### src/pkg/rscl_cfg.svh
/*
  Constants of the reset strap configuration latch: register offsets,
  field positions, reset values and timing counts.
  Assumes it is included by bare name from the package and the core.
*/
`ifndef RSCL_CFG_SVH
`define RSCL_CFG_SVH

// Core clock period and strap settle time after reset release
`define RSCL_CLK_PERIOD_NS    10
`define RSCL_SETTLE_NS        50
// Least time rounds up to whole cycles
`define RSCL_SETTLE_CYCLES    ((`RSCL_SETTLE_NS + `RSCL_CLK_PERIOD_NS - 1) / `RSCL_CLK_PERIOD_NS)

// Bus geometry
`define RSCL_ADDR_W           4
`define RSCL_DATA_W           32

// Register byte offsets
`define RSCL_OFS_STATUS       4'h0
`define RSCL_OFS_CTRL         4'h4
`define RSCL_OFS_ADDR         4'h8
`define RSCL_OFS_PINS         4'hc

// STATUS field positions
`define RSCL_ST_FULL_PM       0
`define RSCL_ST_GANGED        1
`define RSCL_ST_IND_LED       2
`define RSCL_ST_SERIAL_MODE   3
`define RSCL_ST_CAPTURED      4
`define RSCL_ST_SS_STATUS     5
`define RSCL_ST_PORT0_POWER   6

// CTRL field positions and reset value
`define RSCL_CT_PORT0_REQ     0
`define RSCL_CTRL_RESET       1'h0

// Target address: width, base value and fixed-one bits
`define RSCL_TADDR_W          7
`define RSCL_TADDR_BASE       7'h40
`define RSCL_TADDR_FIXED      7'h0c

`endif

### src/pkg/rscl_pkg.sv
/*
  Types of the reset strap configuration latch: bus carriers, the strap
  bundle, the latched configuration and the capture states.
  Assumes rscl_cfg.svh is on the include path.
*/
`include "rscl_cfg.svh"

package rscl_pkg;

  // Avalon-MM request from the master
  typedef struct packed {
    logic [`RSCL_ADDR_W-1:0]   address;
    logic                      read;
    logic                      write;
    logic [`RSCL_DATA_W-1:0]   writedata;
    logic [`RSCL_DATA_W/8-1:0] byteenable;
  } rscl_av_req_type;

  // Avalon-MM answer to the master
  typedef struct packed {
    logic [`RSCL_DATA_W-1:0] readdata;
    logic                    waitrequest;
  } rscl_av_rsp_type;

  // Strap pin levels as seen on the board
  typedef struct packed {
    logic full_power_mgmt_strap_n;
    logic gang_mode_addr_bit2_strap;
    logic indicator_led_addr_bit3_strap;
    logic serial_mgmt_select_n;
  } rscl_strap_type;

  // Settings latched once after reset release
  typedef struct packed {
    logic                     full_pm_en;
    logic                     ganged_en;
    logic                     ind_led_en;
    logic                     serial_mode;
    logic [`RSCL_TADDR_W-1:0] target_addr;
  } rscl_cfg_type;

  // Capture sequence, Gray coded along the path
  typedef enum logic [1:0] {
    RSCL_SETTLE  = 2'b00,
    RSCL_CAPTURE = 2'b01,
    RSCL_HOLD    = 2'b11
  } rscl_state_type;

endpackage : rscl_pkg

### src/core/rscl_strap_latch.sv
/*
  Reset strap configuration latch of a four-port hub: samples the
  configuration straps after reset release, derives power management,
  ganged mode, indicator support and the serial target address, drives
  the upstream SuperSpeed status and the port 0 power enable, and shows
  all of it on an Avalon-MM slave with waitrequest.
  Assumes strap pins held by board resistors, a hub mode level from core
  logic on clk_in, and a synchronous active-high reset.
*/
`include "rscl_cfg.svh"

// Operation
// - SuperSpeed status high in SuperSpeed mode
// - SuperSpeed status low otherwise
// - Latch power strap; low enables management
// - Managed port power through port0 enable
// - Serial mode: address bit1 from power strap
// - Address bits 2,3 fixed one, straps override
// - Latch ganged strap; high means supported
// - Serial mode: address bit2 from ganged strap
// - Latch indicator strap for LED support
// - Indicator low enables LEDs, high disables
// - Serial mode: address bit3 from indicator
module rscl_strap_latch #(
  parameter int SETTLE_CYCLES              = `RSCL_SETTLE_CYCLES,
  parameter logic [`RSCL_TADDR_W-1:0] BASE = `RSCL_TADDR_BASE
) (
  // Clock and reset
  input  wire logic                     clk_in,
  input  wire logic                     reset_in,
  // Strap pins
  input  wire rscl_pkg::rscl_strap_type strap_in,
  // Hub state from core logic
  input  wire logic                     hub_superspeed_mode_in,
  input  wire logic                     port_power_request_in,
  // Status and control outputs
  output logic                          upstream_ss_status_out,
  output logic                          port0_power_on_charge_enable_out,
  output rscl_pkg::rscl_cfg_type        config_out,
  output logic                          config_valid_out,
  // Avalon-MM slave
  input  wire rscl_pkg::rscl_av_req_type av_req_in,
  output rscl_pkg::rscl_av_rsp_type     av_rsp_out
);
  import rscl_pkg::*;

  localparam int CNT_W = $clog2(SETTLE_CYCLES + 1);
  localparam logic [CNT_W-1:0] SETTLE_LAST = CNT_W'(SETTLE_CYCLES - 1);

  // Filtered strap levels
  rscl_strap_type           pins_sync;
  // Capture sequencing
  rscl_state_type           state_ff;
  rscl_state_type           nxt_state;
  logic [CNT_W-1:0]         settle_cnt_ff;
  // Latched settings
  rscl_cfg_type             cfg_ff;
  rscl_cfg_type             nxt_cfg;
  logic                     valid_ff;
  // Outputs from flops
  logic                     ss_status_ff;
  logic                     port0_power_ff;
  // Software control
  logic                     port0_sw_req_ff;
  // Bus handshake
  logic                     ack_ff;
  logic [`RSCL_DATA_W-1:0]  rdata_ff;
  logic                     bus_req;
  logic                     wr_take;
  logic                     rd_load;

  // Register decode for the read path; writes compare the address directly
  function automatic logic [1:0] reg_index(input logic [`RSCL_ADDR_W-1:0] addr);
    reg_index = addr[3:2];
  endfunction : reg_index

  // Checks that a byte offset names a mapped word
  function automatic logic is_mapped(input logic [`RSCL_ADDR_W-1:0] addr);
    is_mapped = (addr[1:0] == 2'h0);
  endfunction : is_mapped

  // Pin synchroniser for all four straps
  rscl_sync3 #(
    .WIDTH (4)
  ) u_sync (
    .clk_in    (clk_in),
    .reset_in  (reset_in),
    .async_in  (strap_in),
    .level_out (pins_sync)
  );

  // Next capture state: settle, capture once, then hold
  always_comb begin
    nxt_state = state_ff;
    unique case (state_ff)
      RSCL_SETTLE: begin
        // Wait for the synchroniser and the board level to settle
        if (settle_cnt_ff == SETTLE_LAST) begin
          nxt_state = RSCL_CAPTURE;
        end
      end
      RSCL_CAPTURE: begin
        // One capture cycle only
        nxt_state = RSCL_HOLD;
      end
      RSCL_HOLD: begin
        // Leave only by reset
        nxt_state = RSCL_HOLD;
      end
      default: begin
        // Illegal code returns to a fresh capture
        nxt_state = RSCL_SETTLE;
      end
    endcase
  end

  // Capture state register
  always_ff @(posedge clk_in) begin
    if (reset_in) begin
      state_ff <= RSCL_SETTLE;
    end else begin
      state_ff <= nxt_state;
    end
  end

  // Settle counter after reset release
  always_ff @(posedge clk_in) begin
    if (reset_in) begin
      settle_cnt_ff <= '0;
    end else if (state_ff == RSCL_SETTLE) begin
      settle_cnt_ff <= settle_cnt_ff + CNT_W'(1);
    end
  end

  // Settings decoded from the filtered straps
  always_comb begin
    nxt_cfg             = '0;
    // Low level on the power strap enables management
    nxt_cfg.full_pm_en  = ~pins_sync.full_power_mgmt_strap_n;
    // High level on the ganged strap means supported
    nxt_cfg.ganged_en   = pins_sync.gang_mode_addr_bit2_strap;
    // Low level on the indicator strap enables LEDs
    nxt_cfg.ind_led_en  = ~pins_sync.indicator_led_addr_bit3_strap;
    // Serial target mode selected by a low select strap
    nxt_cfg.serial_mode = ~pins_sync.serial_mgmt_select_n;
    // Fixed ones on bits 2 and 3 outside serial mode
    nxt_cfg.target_addr = BASE | `RSCL_TADDR_FIXED;
    if (nxt_cfg.serial_mode) begin
      // Straps override the fixed bits in serial mode
      nxt_cfg.target_addr[1] = pins_sync.full_power_mgmt_strap_n;
      nxt_cfg.target_addr[2] = pins_sync.gang_mode_addr_bit2_strap;
      nxt_cfg.target_addr[3] = pins_sync.indicator_led_addr_bit3_strap;
    end
  end

  // Latched settings, written once per reset
  always_ff @(posedge clk_in) begin
    if (reset_in) begin
      cfg_ff <= '0;
    end else if (state_ff == RSCL_CAPTURE) begin
      cfg_ff <= nxt_cfg;
    end
  end

  // Settings valid flag
  always_ff @(posedge clk_in) begin
    if (reset_in) begin
      valid_ff <= 1'b0;
    end else if (state_ff == RSCL_CAPTURE) begin
      valid_ff <= 1'b1;
    end
  end

  // Upstream SuperSpeed connection status
  always_ff @(posedge clk_in) begin
    if (reset_in) begin
      ss_status_ff <= 1'b0;
    end else if (hub_superspeed_mode_in) begin
      ss_status_ff <= 1'b1;
    end else begin
      ss_status_ff <= 1'b0;
    end
  end

  // Port 0 power: switched under management, else on once valid
  always_ff @(posedge clk_in) begin
    if (reset_in) begin
      port0_power_ff <= 1'b0;
    end else if (!valid_ff) begin
      // Ports stay off until the settings are known
      port0_power_ff <= 1'b0;
    end else if (cfg_ff.full_pm_en) begin
      // Core request or software request turns the port on
      port0_power_ff <= port_power_request_in | port0_sw_req_ff;
    end else begin
      // Without management the port is always powered
      port0_power_ff <= 1'b1;
    end
  end

  // Bus request seen and the answering cycle
  assign bus_req = av_req_in.read | av_req_in.write;
  assign wr_take = av_req_in.write & ack_ff;
  assign rd_load = av_req_in.read & ~ack_ff;

  // One wait cycle, then answer
  always_ff @(posedge clk_in) begin
    if (reset_in) begin
      ack_ff <= 1'b0;
    end else begin
      ack_ff <= bus_req & ~ack_ff;
    end
  end

  // Software port power request
  always_ff @(posedge clk_in) begin
    if (reset_in) begin
      port0_sw_req_ff <= `RSCL_CTRL_RESET;
    end else if (wr_take && is_mapped(av_req_in.address)
                 && av_req_in.address == `RSCL_OFS_CTRL
                 && av_req_in.byteenable[0]) begin
      // Write lands only at the edge with waitrequest low
      port0_sw_req_ff <= av_req_in.writedata[`RSCL_CT_PORT0_REQ];
    end
  end

  // Read data, loaded in the wait cycle and standing at the answer
  always_ff @(posedge clk_in) begin
    if (reset_in) begin
      rdata_ff <= '0;
    end else if (rd_load) begin
      rdata_ff <= '0;
      if (is_mapped(av_req_in.address)) begin
        unique case (reg_index(av_req_in.address))
          2'h0: begin
            // Latched settings and live status
            rdata_ff[`RSCL_ST_FULL_PM]     <= cfg_ff.full_pm_en;
            rdata_ff[`RSCL_ST_GANGED]      <= cfg_ff.ganged_en;
            rdata_ff[`RSCL_ST_IND_LED]     <= cfg_ff.ind_led_en;
            rdata_ff[`RSCL_ST_SERIAL_MODE] <= cfg_ff.serial_mode;
            rdata_ff[`RSCL_ST_CAPTURED]    <= valid_ff;
            rdata_ff[`RSCL_ST_SS_STATUS]   <= ss_status_ff;
            rdata_ff[`RSCL_ST_PORT0_POWER] <= port0_power_ff;
          end
          2'h1: begin
            // Control readback
            rdata_ff[`RSCL_CT_PORT0_REQ] <= port0_sw_req_ff;
          end
          2'h2: begin
            // Target address in the low bits
            rdata_ff[`RSCL_TADDR_W-1:0] <= cfg_ff.target_addr;
          end
          2'h3: begin
            // Live filtered strap levels
            rdata_ff[3:0] <= pins_sync;
          end
        endcase
      end
    end
  end

  // Output drive
  assign upstream_ss_status_out           = ss_status_ff;
  assign port0_power_on_charge_enable_out = port0_power_ff;
  assign config_out                       = cfg_ff;
  assign config_valid_out                 = valid_ff;
  assign av_rsp_out.readdata              = rdata_ff;
  assign av_rsp_out.waitrequest           = bus_req & ~ack_ff;

endmodule : rscl_strap_latch

### src/core/rscl_sync3.sv
/*
  Three-stage input synchroniser with agreement filter.
  Assumes asynchronous inputs and one core clock with synchronous reset.
*/
module rscl_sync3 #(
  parameter int WIDTH = 4
) (
  // Clock and reset
  input  wire logic             clk_in,
  input  wire logic             reset_in,
  // Raw and filtered levels
  input  wire logic [WIDTH-1:0] async_in,
  output logic      [WIDTH-1:0] level_out
);

  logic [WIDTH-1:0] meta_ff;   // First stage, read only by the second
  logic [WIDTH-1:0] sync2_ff;  // Second stage
  logic [WIDTH-1:0] sync3_ff;  // Third stage
  logic [WIDTH-1:0] level_ff;  // Filtered level

  // Shift chain
  always_ff @(posedge clk_in) begin
    if (reset_in) begin
      meta_ff  <= '0;
      sync2_ff <= '0;
      sync3_ff <= '0;
    end else begin
      meta_ff  <= async_in;
      sync2_ff <= meta_ff;
      sync3_ff <= sync2_ff;
    end
  end

  // A bit changes only once the second and third stages agree
  always_ff @(posedge clk_in) begin
    if (reset_in) begin
      level_ff <= '0;
    end else begin
      for (int i = 0; i < WIDTH; i++) begin
        if (sync2_ff[i] == sync3_ff[i]) begin
          level_ff[i] <= sync3_ff[i];
        end
      end
    end
  end

  assign level_out = level_ff;

endmodule : rscl_sync3

### config.mk
export PLATFORM = sky130hd
export DESIGN_NAME = rscl_strap_latch
export DESIGN_NICKNAME = d
export VERILOG_FILES = /design/src/pkg/rscl_pkg.sv /design/src/core/rscl_strap_latch.sv /design/src/core/rscl_sync3.sv
export VERILOG_INCLUDE_DIRS = /design/src /design/src/pkg
export SDC_FILE = /design/constraint.sdc
export NUM_CORES = 1
export LEC_CHECK = 0
export ABC_CLOCK_PERIOD_IN_PS = 1110
export BUFFER_PORTS_ARGS = -buffer_cell sky130_fd_sc_hd__buf_2
export CORE_MARGIN = 2
export CORE_UTILIZATION = 39
export DETAILED_ROUTE_END_ITERATION = 16
export HOLD_SLACK_MARGIN = 0.15
export PLACE_DENSITY = 0.75
export SKIP_CTS_REPAIR_TIMING = 1
export SYNTH_ARGS = -nofsm -noshare
export SYNTH_HDL_FRONTEND = slang
export SYNTH_SLANG_ARGS = --single-unit
### constraint.sdc
create_clock -name clk_in -period 1.11 [get_ports clk_in]
set_input_delay 0.222 -clock clk_in [delete_from_list [all_inputs] [get_ports clk_in]]
set_output_delay 0.222 -clock clk_in [all_outputs]
set_load 0.02 [all_outputs]
======== Yosys cells after proc, flatten, opt, wreduce, memory -nomap -nowiden ========
Index checks and enable logic that the tools add are counted.
W data, S select, Z words.
cells by class
  eq/ne operators ......................... 12
  mux-type cells .......................... 9
  reduce and logical (&&, ||, !) cells .... 8
  bitwise logic cells ..................... 10
  add/sub/neg operators ................... 1
operators with widths
  kind                   number
  $pmux W3 S3            1
  $mux W7                1
  $eq A2 B2 Y1 const B   3
  $logic_not A2 Y1       3
  $pmux W3 S2            1
  $not A1 Y1             5
  $eq A1 B1 Y1           4
  $eq A2 B1 Y1 const B   2
  $eq A4 B3 Y1 const B   1
  $pmux W1 S4            1
  $pmux W2 S2            1
  $reduce_or A2 Y1       2
  $add A3 B1 Y3 const B  1
  $and A1 B1 Y1          3
  $eq A3 B3 Y1 const B   1
  $logic_and A1 B1 Y1    3
  $mux W3                1
  $mux W1                2
  $mux W2                1
  $ne A2 B2 Y1 const B   1
  $or A1 B1 Y1           2
word-level totals
  register bits ........................... 41
  output and inout bits ................... 47
  word-level logic and storage cells ...... 60
  input port bits ......................... 50

======== Logic depth before layout (Yosys ltp) ========
  word-level depth ........................ 4
  mapped depth ............................ 4
  depth with buffers taken out ............ 4

======== By module ========
From an unflattened synthesis, not the netlist that was laid out.
unflattened totals
  cell total of the unflattened synthesis .. 183
  area, all modules ....................... 1779.2 um2
by module, submodules not included
  module            seq. area each (um2)  instances  cells an instance  area each (um2)
  rscl_strap_latch  480.5                 1          142                1292.5
  rscl_sync3        320.3                 1          41                 486.7

======== Worst setup path before layout ========
OpenSTA, ideal clock, no wires.
  path type ............................... register to register
  start point ............................. reg ack_ff
  end point ............................... reg rdata_ff[1]
  period minus slack after synthesis ...... 1.031 ns
  path buffers ............................ 0
  data required time ...................... 0.993 ns
  arrival ................................. 0.914 ns
  setup time .............................. 0.117 ns
  cell stages (with the launch flop) ...... 4
  slack ................................... 0.079 ns
  cells stage by stage .................... dfxtp_1 > nand2b_4 > and2_1 > a22o_2
between the ends
  longest elaborated chain between the ends .. 2
ends and longest elaborated chain
  item                            line                     RTL
  start: declaration              rscl_strap_latch.sv:66   logic ack_ff;
  start signal: assignment        rscl_strap_latch.sv:211  ack_ff <= bus_req & ~ack_ff;
  $not A1 Y1                      rscl_strap_latch.sv:204  assign rd_load = av_req_in.read & ~ack_ff;
  $and A1 B1 Y1                   rscl_strap_latch.sv:204
  end signal: indexed assignment  rscl_strap_latch.sv:237  rdata_ff[`RSCL_ST_FULL_PM] <= cfg_ff.full_pm_en;
  end signal: indexed assignment  rscl_strap_latch.sv:238  rdata_ff[`RSCL_ST_GANGED] <= cfg_ff.ganged_en;
  end signal: indexed assignment  rscl_strap_latch.sv:239  rdata_ff[`RSCL_ST_IND_LED] <= cfg_ff.ind_led_en;
  end: declaration                rscl_strap_latch.sv:67   logic [`RSCL_DATA_W-1:0] rdata_ff;
Every way passes these cells.
A chain may end at the register's enable or synchronous reset.

======== Worst setup path in the final report ========
  start point ............................. reg ack_ff
  end point ............................... reg rdata_ff[3]
Same word-level chain as after synthesis.

==> impl_metrics.tcl <==
set metrics [dict create \
    violations "setup timing" \
    cp_max_fo 3 \
    fmax_ghz 0.860 \
    grt_pass1_vias 1057 \
    drt_first_pass_iters 3 \
    power_uw 3270 \
    final_nets 283 \
    netlist_instances 185 \
    fillCellCount 413 \
    fin_skew_ns 0.00806 \
    antenna_found_initial 0 \
    period_minus_slack_ns 1.16 \
    drt_wl_total_um 3130 \
    yosys_warnings 0 \
    areaGrowthSynthToFinish_pct 22.0 \
    n_antenna_cell 0 \
    initial_core_util_pct 40.2 \
    die_x_um 70.5 \
    ys_seq_area_share_pct 46.4 \
    clk_latency_ns 0.29 \
    cts-root-buf "clkbuf_8" \
    reg2regPathDepth 4 \
    rsz0062_at_grt "yes" \
    rows 24 \
    worstHoldPathCells 3 \
    ant_nets 0 \
    end_kind "register" \
    synthTopCellsByArea "dfxtp_1 (46%), buf_4 (14%), nor2b_1 (5.8%)" \
    run_status "finished with violations" \
    dr_total_vias 1266 \
    path_class "register to register" \
    cts-buffers-inserted 5 \
    drt_iter0_markers 52 \
    drive_gt1_share_pct 28.0 \
    peakVddDrop_uv 641 \
    yosysUniqueCellTypes 34 \
    maxSlewViolCount 0 \
    drc 0 \
    critPathLaunchType "register" \
    cts_buffer_depth 2 \
    numPortBuffers 34 \
    grt_overflow_total 0 \
    grt_max_degree 27 \
    routed_via_density 4.46 \
    setup_violations 5 \
    cts_sinks 40 \
    avgSynthCellArea_um2 9.32 \
    post-route-util_pct 49.0 \
    cts_tree "built" \
    grt_use_total_pct 12.2 \
    synth_top_area_share_pct 46.4 \
    setup_ws_ns -0.0527 \
    ios 97 \
    path_clk_slew_ns 0.08 \
    die_area_mm2 0.00497 \
    synth-seq-cells 40 \
    h-tree-depth 2 \
    p_leak_uw 0.000942 \
    worstPathRequired_ns 1.35 \
    dp_hpwl_um 2290 \
    setup_tns_ns -0.210 \
    layout_worst_path_cycle_share_pct 105 \
    maxCapViolCount 0 \
    yosys.area.top_type "dfxtp_1" \
    grt_first_pass_wirelength_um 4710 \
    coreArea_mm2 0.00429 \
    wl_per_cell_um 11.0 \
    syn-cell-area_mm2 0.00172 \
    hp-class "primary input to register" \
    power.density_mw_per_mm2 1550 \
    dp_slack_ns -0.0203 \
    die_h_um 70.5 \
    arrival_ns 1.40 \
    gp_congestion 0.739 \
    final_hold_viol_count 0 \
]
[layout make-up]
class / count / area, um2 / area share, %
clock inverters: 2 / 38.8 / 1.84
flip-flops and latches: 40 / 813 / 38.7
well taps: 52 / 65.1 / 3.09
clock buffers: 6 / 82.6 / 3.93
repair buffers: 48 / 318 / 15.1
inverters: 6 / 22.5 / 1.07
multi-input cells: 130 / 763 / 36.3
[power breakdown]
group          internal [uW]  switching, uW
combinational            189            283
clock                    735            494
sequential              1510           56.5
total                   2430            834
[layer usage]
layer | track usage [%] | share of wire [%] | vias up
li1 | - | - | 646
met2 | 20.3 | 49 | 33
met5 | 0 | 0 | -
met4 | 5.77 | 0.86 | 0
met3 | 4.33 | 5.8 | 4
met1 | 13.9 | 44 | 583
[critical path, stage by stage (launching register included)]
cell and delay [ns]:
dfxtp_4 0.35, buf_6 0.12, nor4b_4 0.27, o211a_1 0.24, a22o_2 0.14
[through the flow]
| stage | hold WS, ns | instance area, um2 | cells |
|---|---|---|---|
| finish | 0.188 | 2100 | 284 |
| CTS | 0.122 | 2000 | 278 |
| global placement | 0.417 | 1880 | 270 |
| floorplan | 0.350 | 1830 | 212 |
| global route | 0.173 | 2100 | 284 |
| detailed placement | 0.424 | 1880 | 270 |
[cell usage after synthesis]
master and n:
buf_4 32, a31oi_1 1, buf_2 1, a32oi_1 3, ha_1 2, inv_1 6
mux2_2 1, dfxtp_1 40, nand2b_4 1, mux2i_1 3, nor4b_4 1, a211oi_1 1
nand3_1 4, or3b_1 1, o21ai_0 10, nor2b_1 16, and4_1 1, buf_1 2
nand3b_1 1, a22o_2 3, o211a_1 1, nor3b_1 2, a21bo_2 1, nand2_1 13
a21oi_1 13, xnor2_1 2, nand2b_1 4, nor2_1 12, and2_1 1, clkbuf_1 1
nor3_1 2, o2111ai_1 1, conb_1 1, o311a_1 1
[cells by family (layout without fill, tap and decap cells)]
kind of cell,count (synthesis),count (layout),share of synthesized area [%]
other cells,1,28,0.217
mux,4,4,2.39
buf+inv,42,62,16.2
flops,40,40,46.4
simple gates,59,59,19.3
fa+ha+maj,2,2,1.45
compound gates,35,35,13.0
xor+xnor,2,2,1.02
[placed cells by master (no fill, tap or decap), drive strengths merged, types with 2 or more instances in the layout]
cell type	n
a22o	3
nor2b	16
ha	2
dlygate4sd3	5
xnor2	2
nor3b	2
mux2i	3
o21ai	10
nand2b	5
conb	28
a21oi	13
buf	43
inv	6
clkbuf	6
nand2	13
dfxtp	40
a32oi	3
nor2	12
nor3	2
nand3	4
[state kept, by name, indices dropped and copies added, names as in the netlist]
name and flops:
config_out 7, rdata_ff 7, u_sync.meta_ff 4, settle_cnt_ff 3, u_sync.sync2_ff 4, u_sync.level_out 4, port0_sw_req_ff 1, ack_ff 1
config_valid_out 1, upstream_ss_status_out 1, port0_power_on_charge_enable_out 1, u_sync.sync3_ff 4, state_ff 2
[final timing paths]
check / end / startpoint / slack, ns
max: rdata_ff[3] / ack_ff / -0.05
min: port0_sw_req_ff / av_req_in[4] / 0.19
min reg2reg: u_sync.sync2_ff[2] / u_sync.meta_ff[2] / 0.44
max reg2reg: rdata_ff[3] / ack_ff / -0.05
No activity file was read; power rests on OpenSTA's default activity.
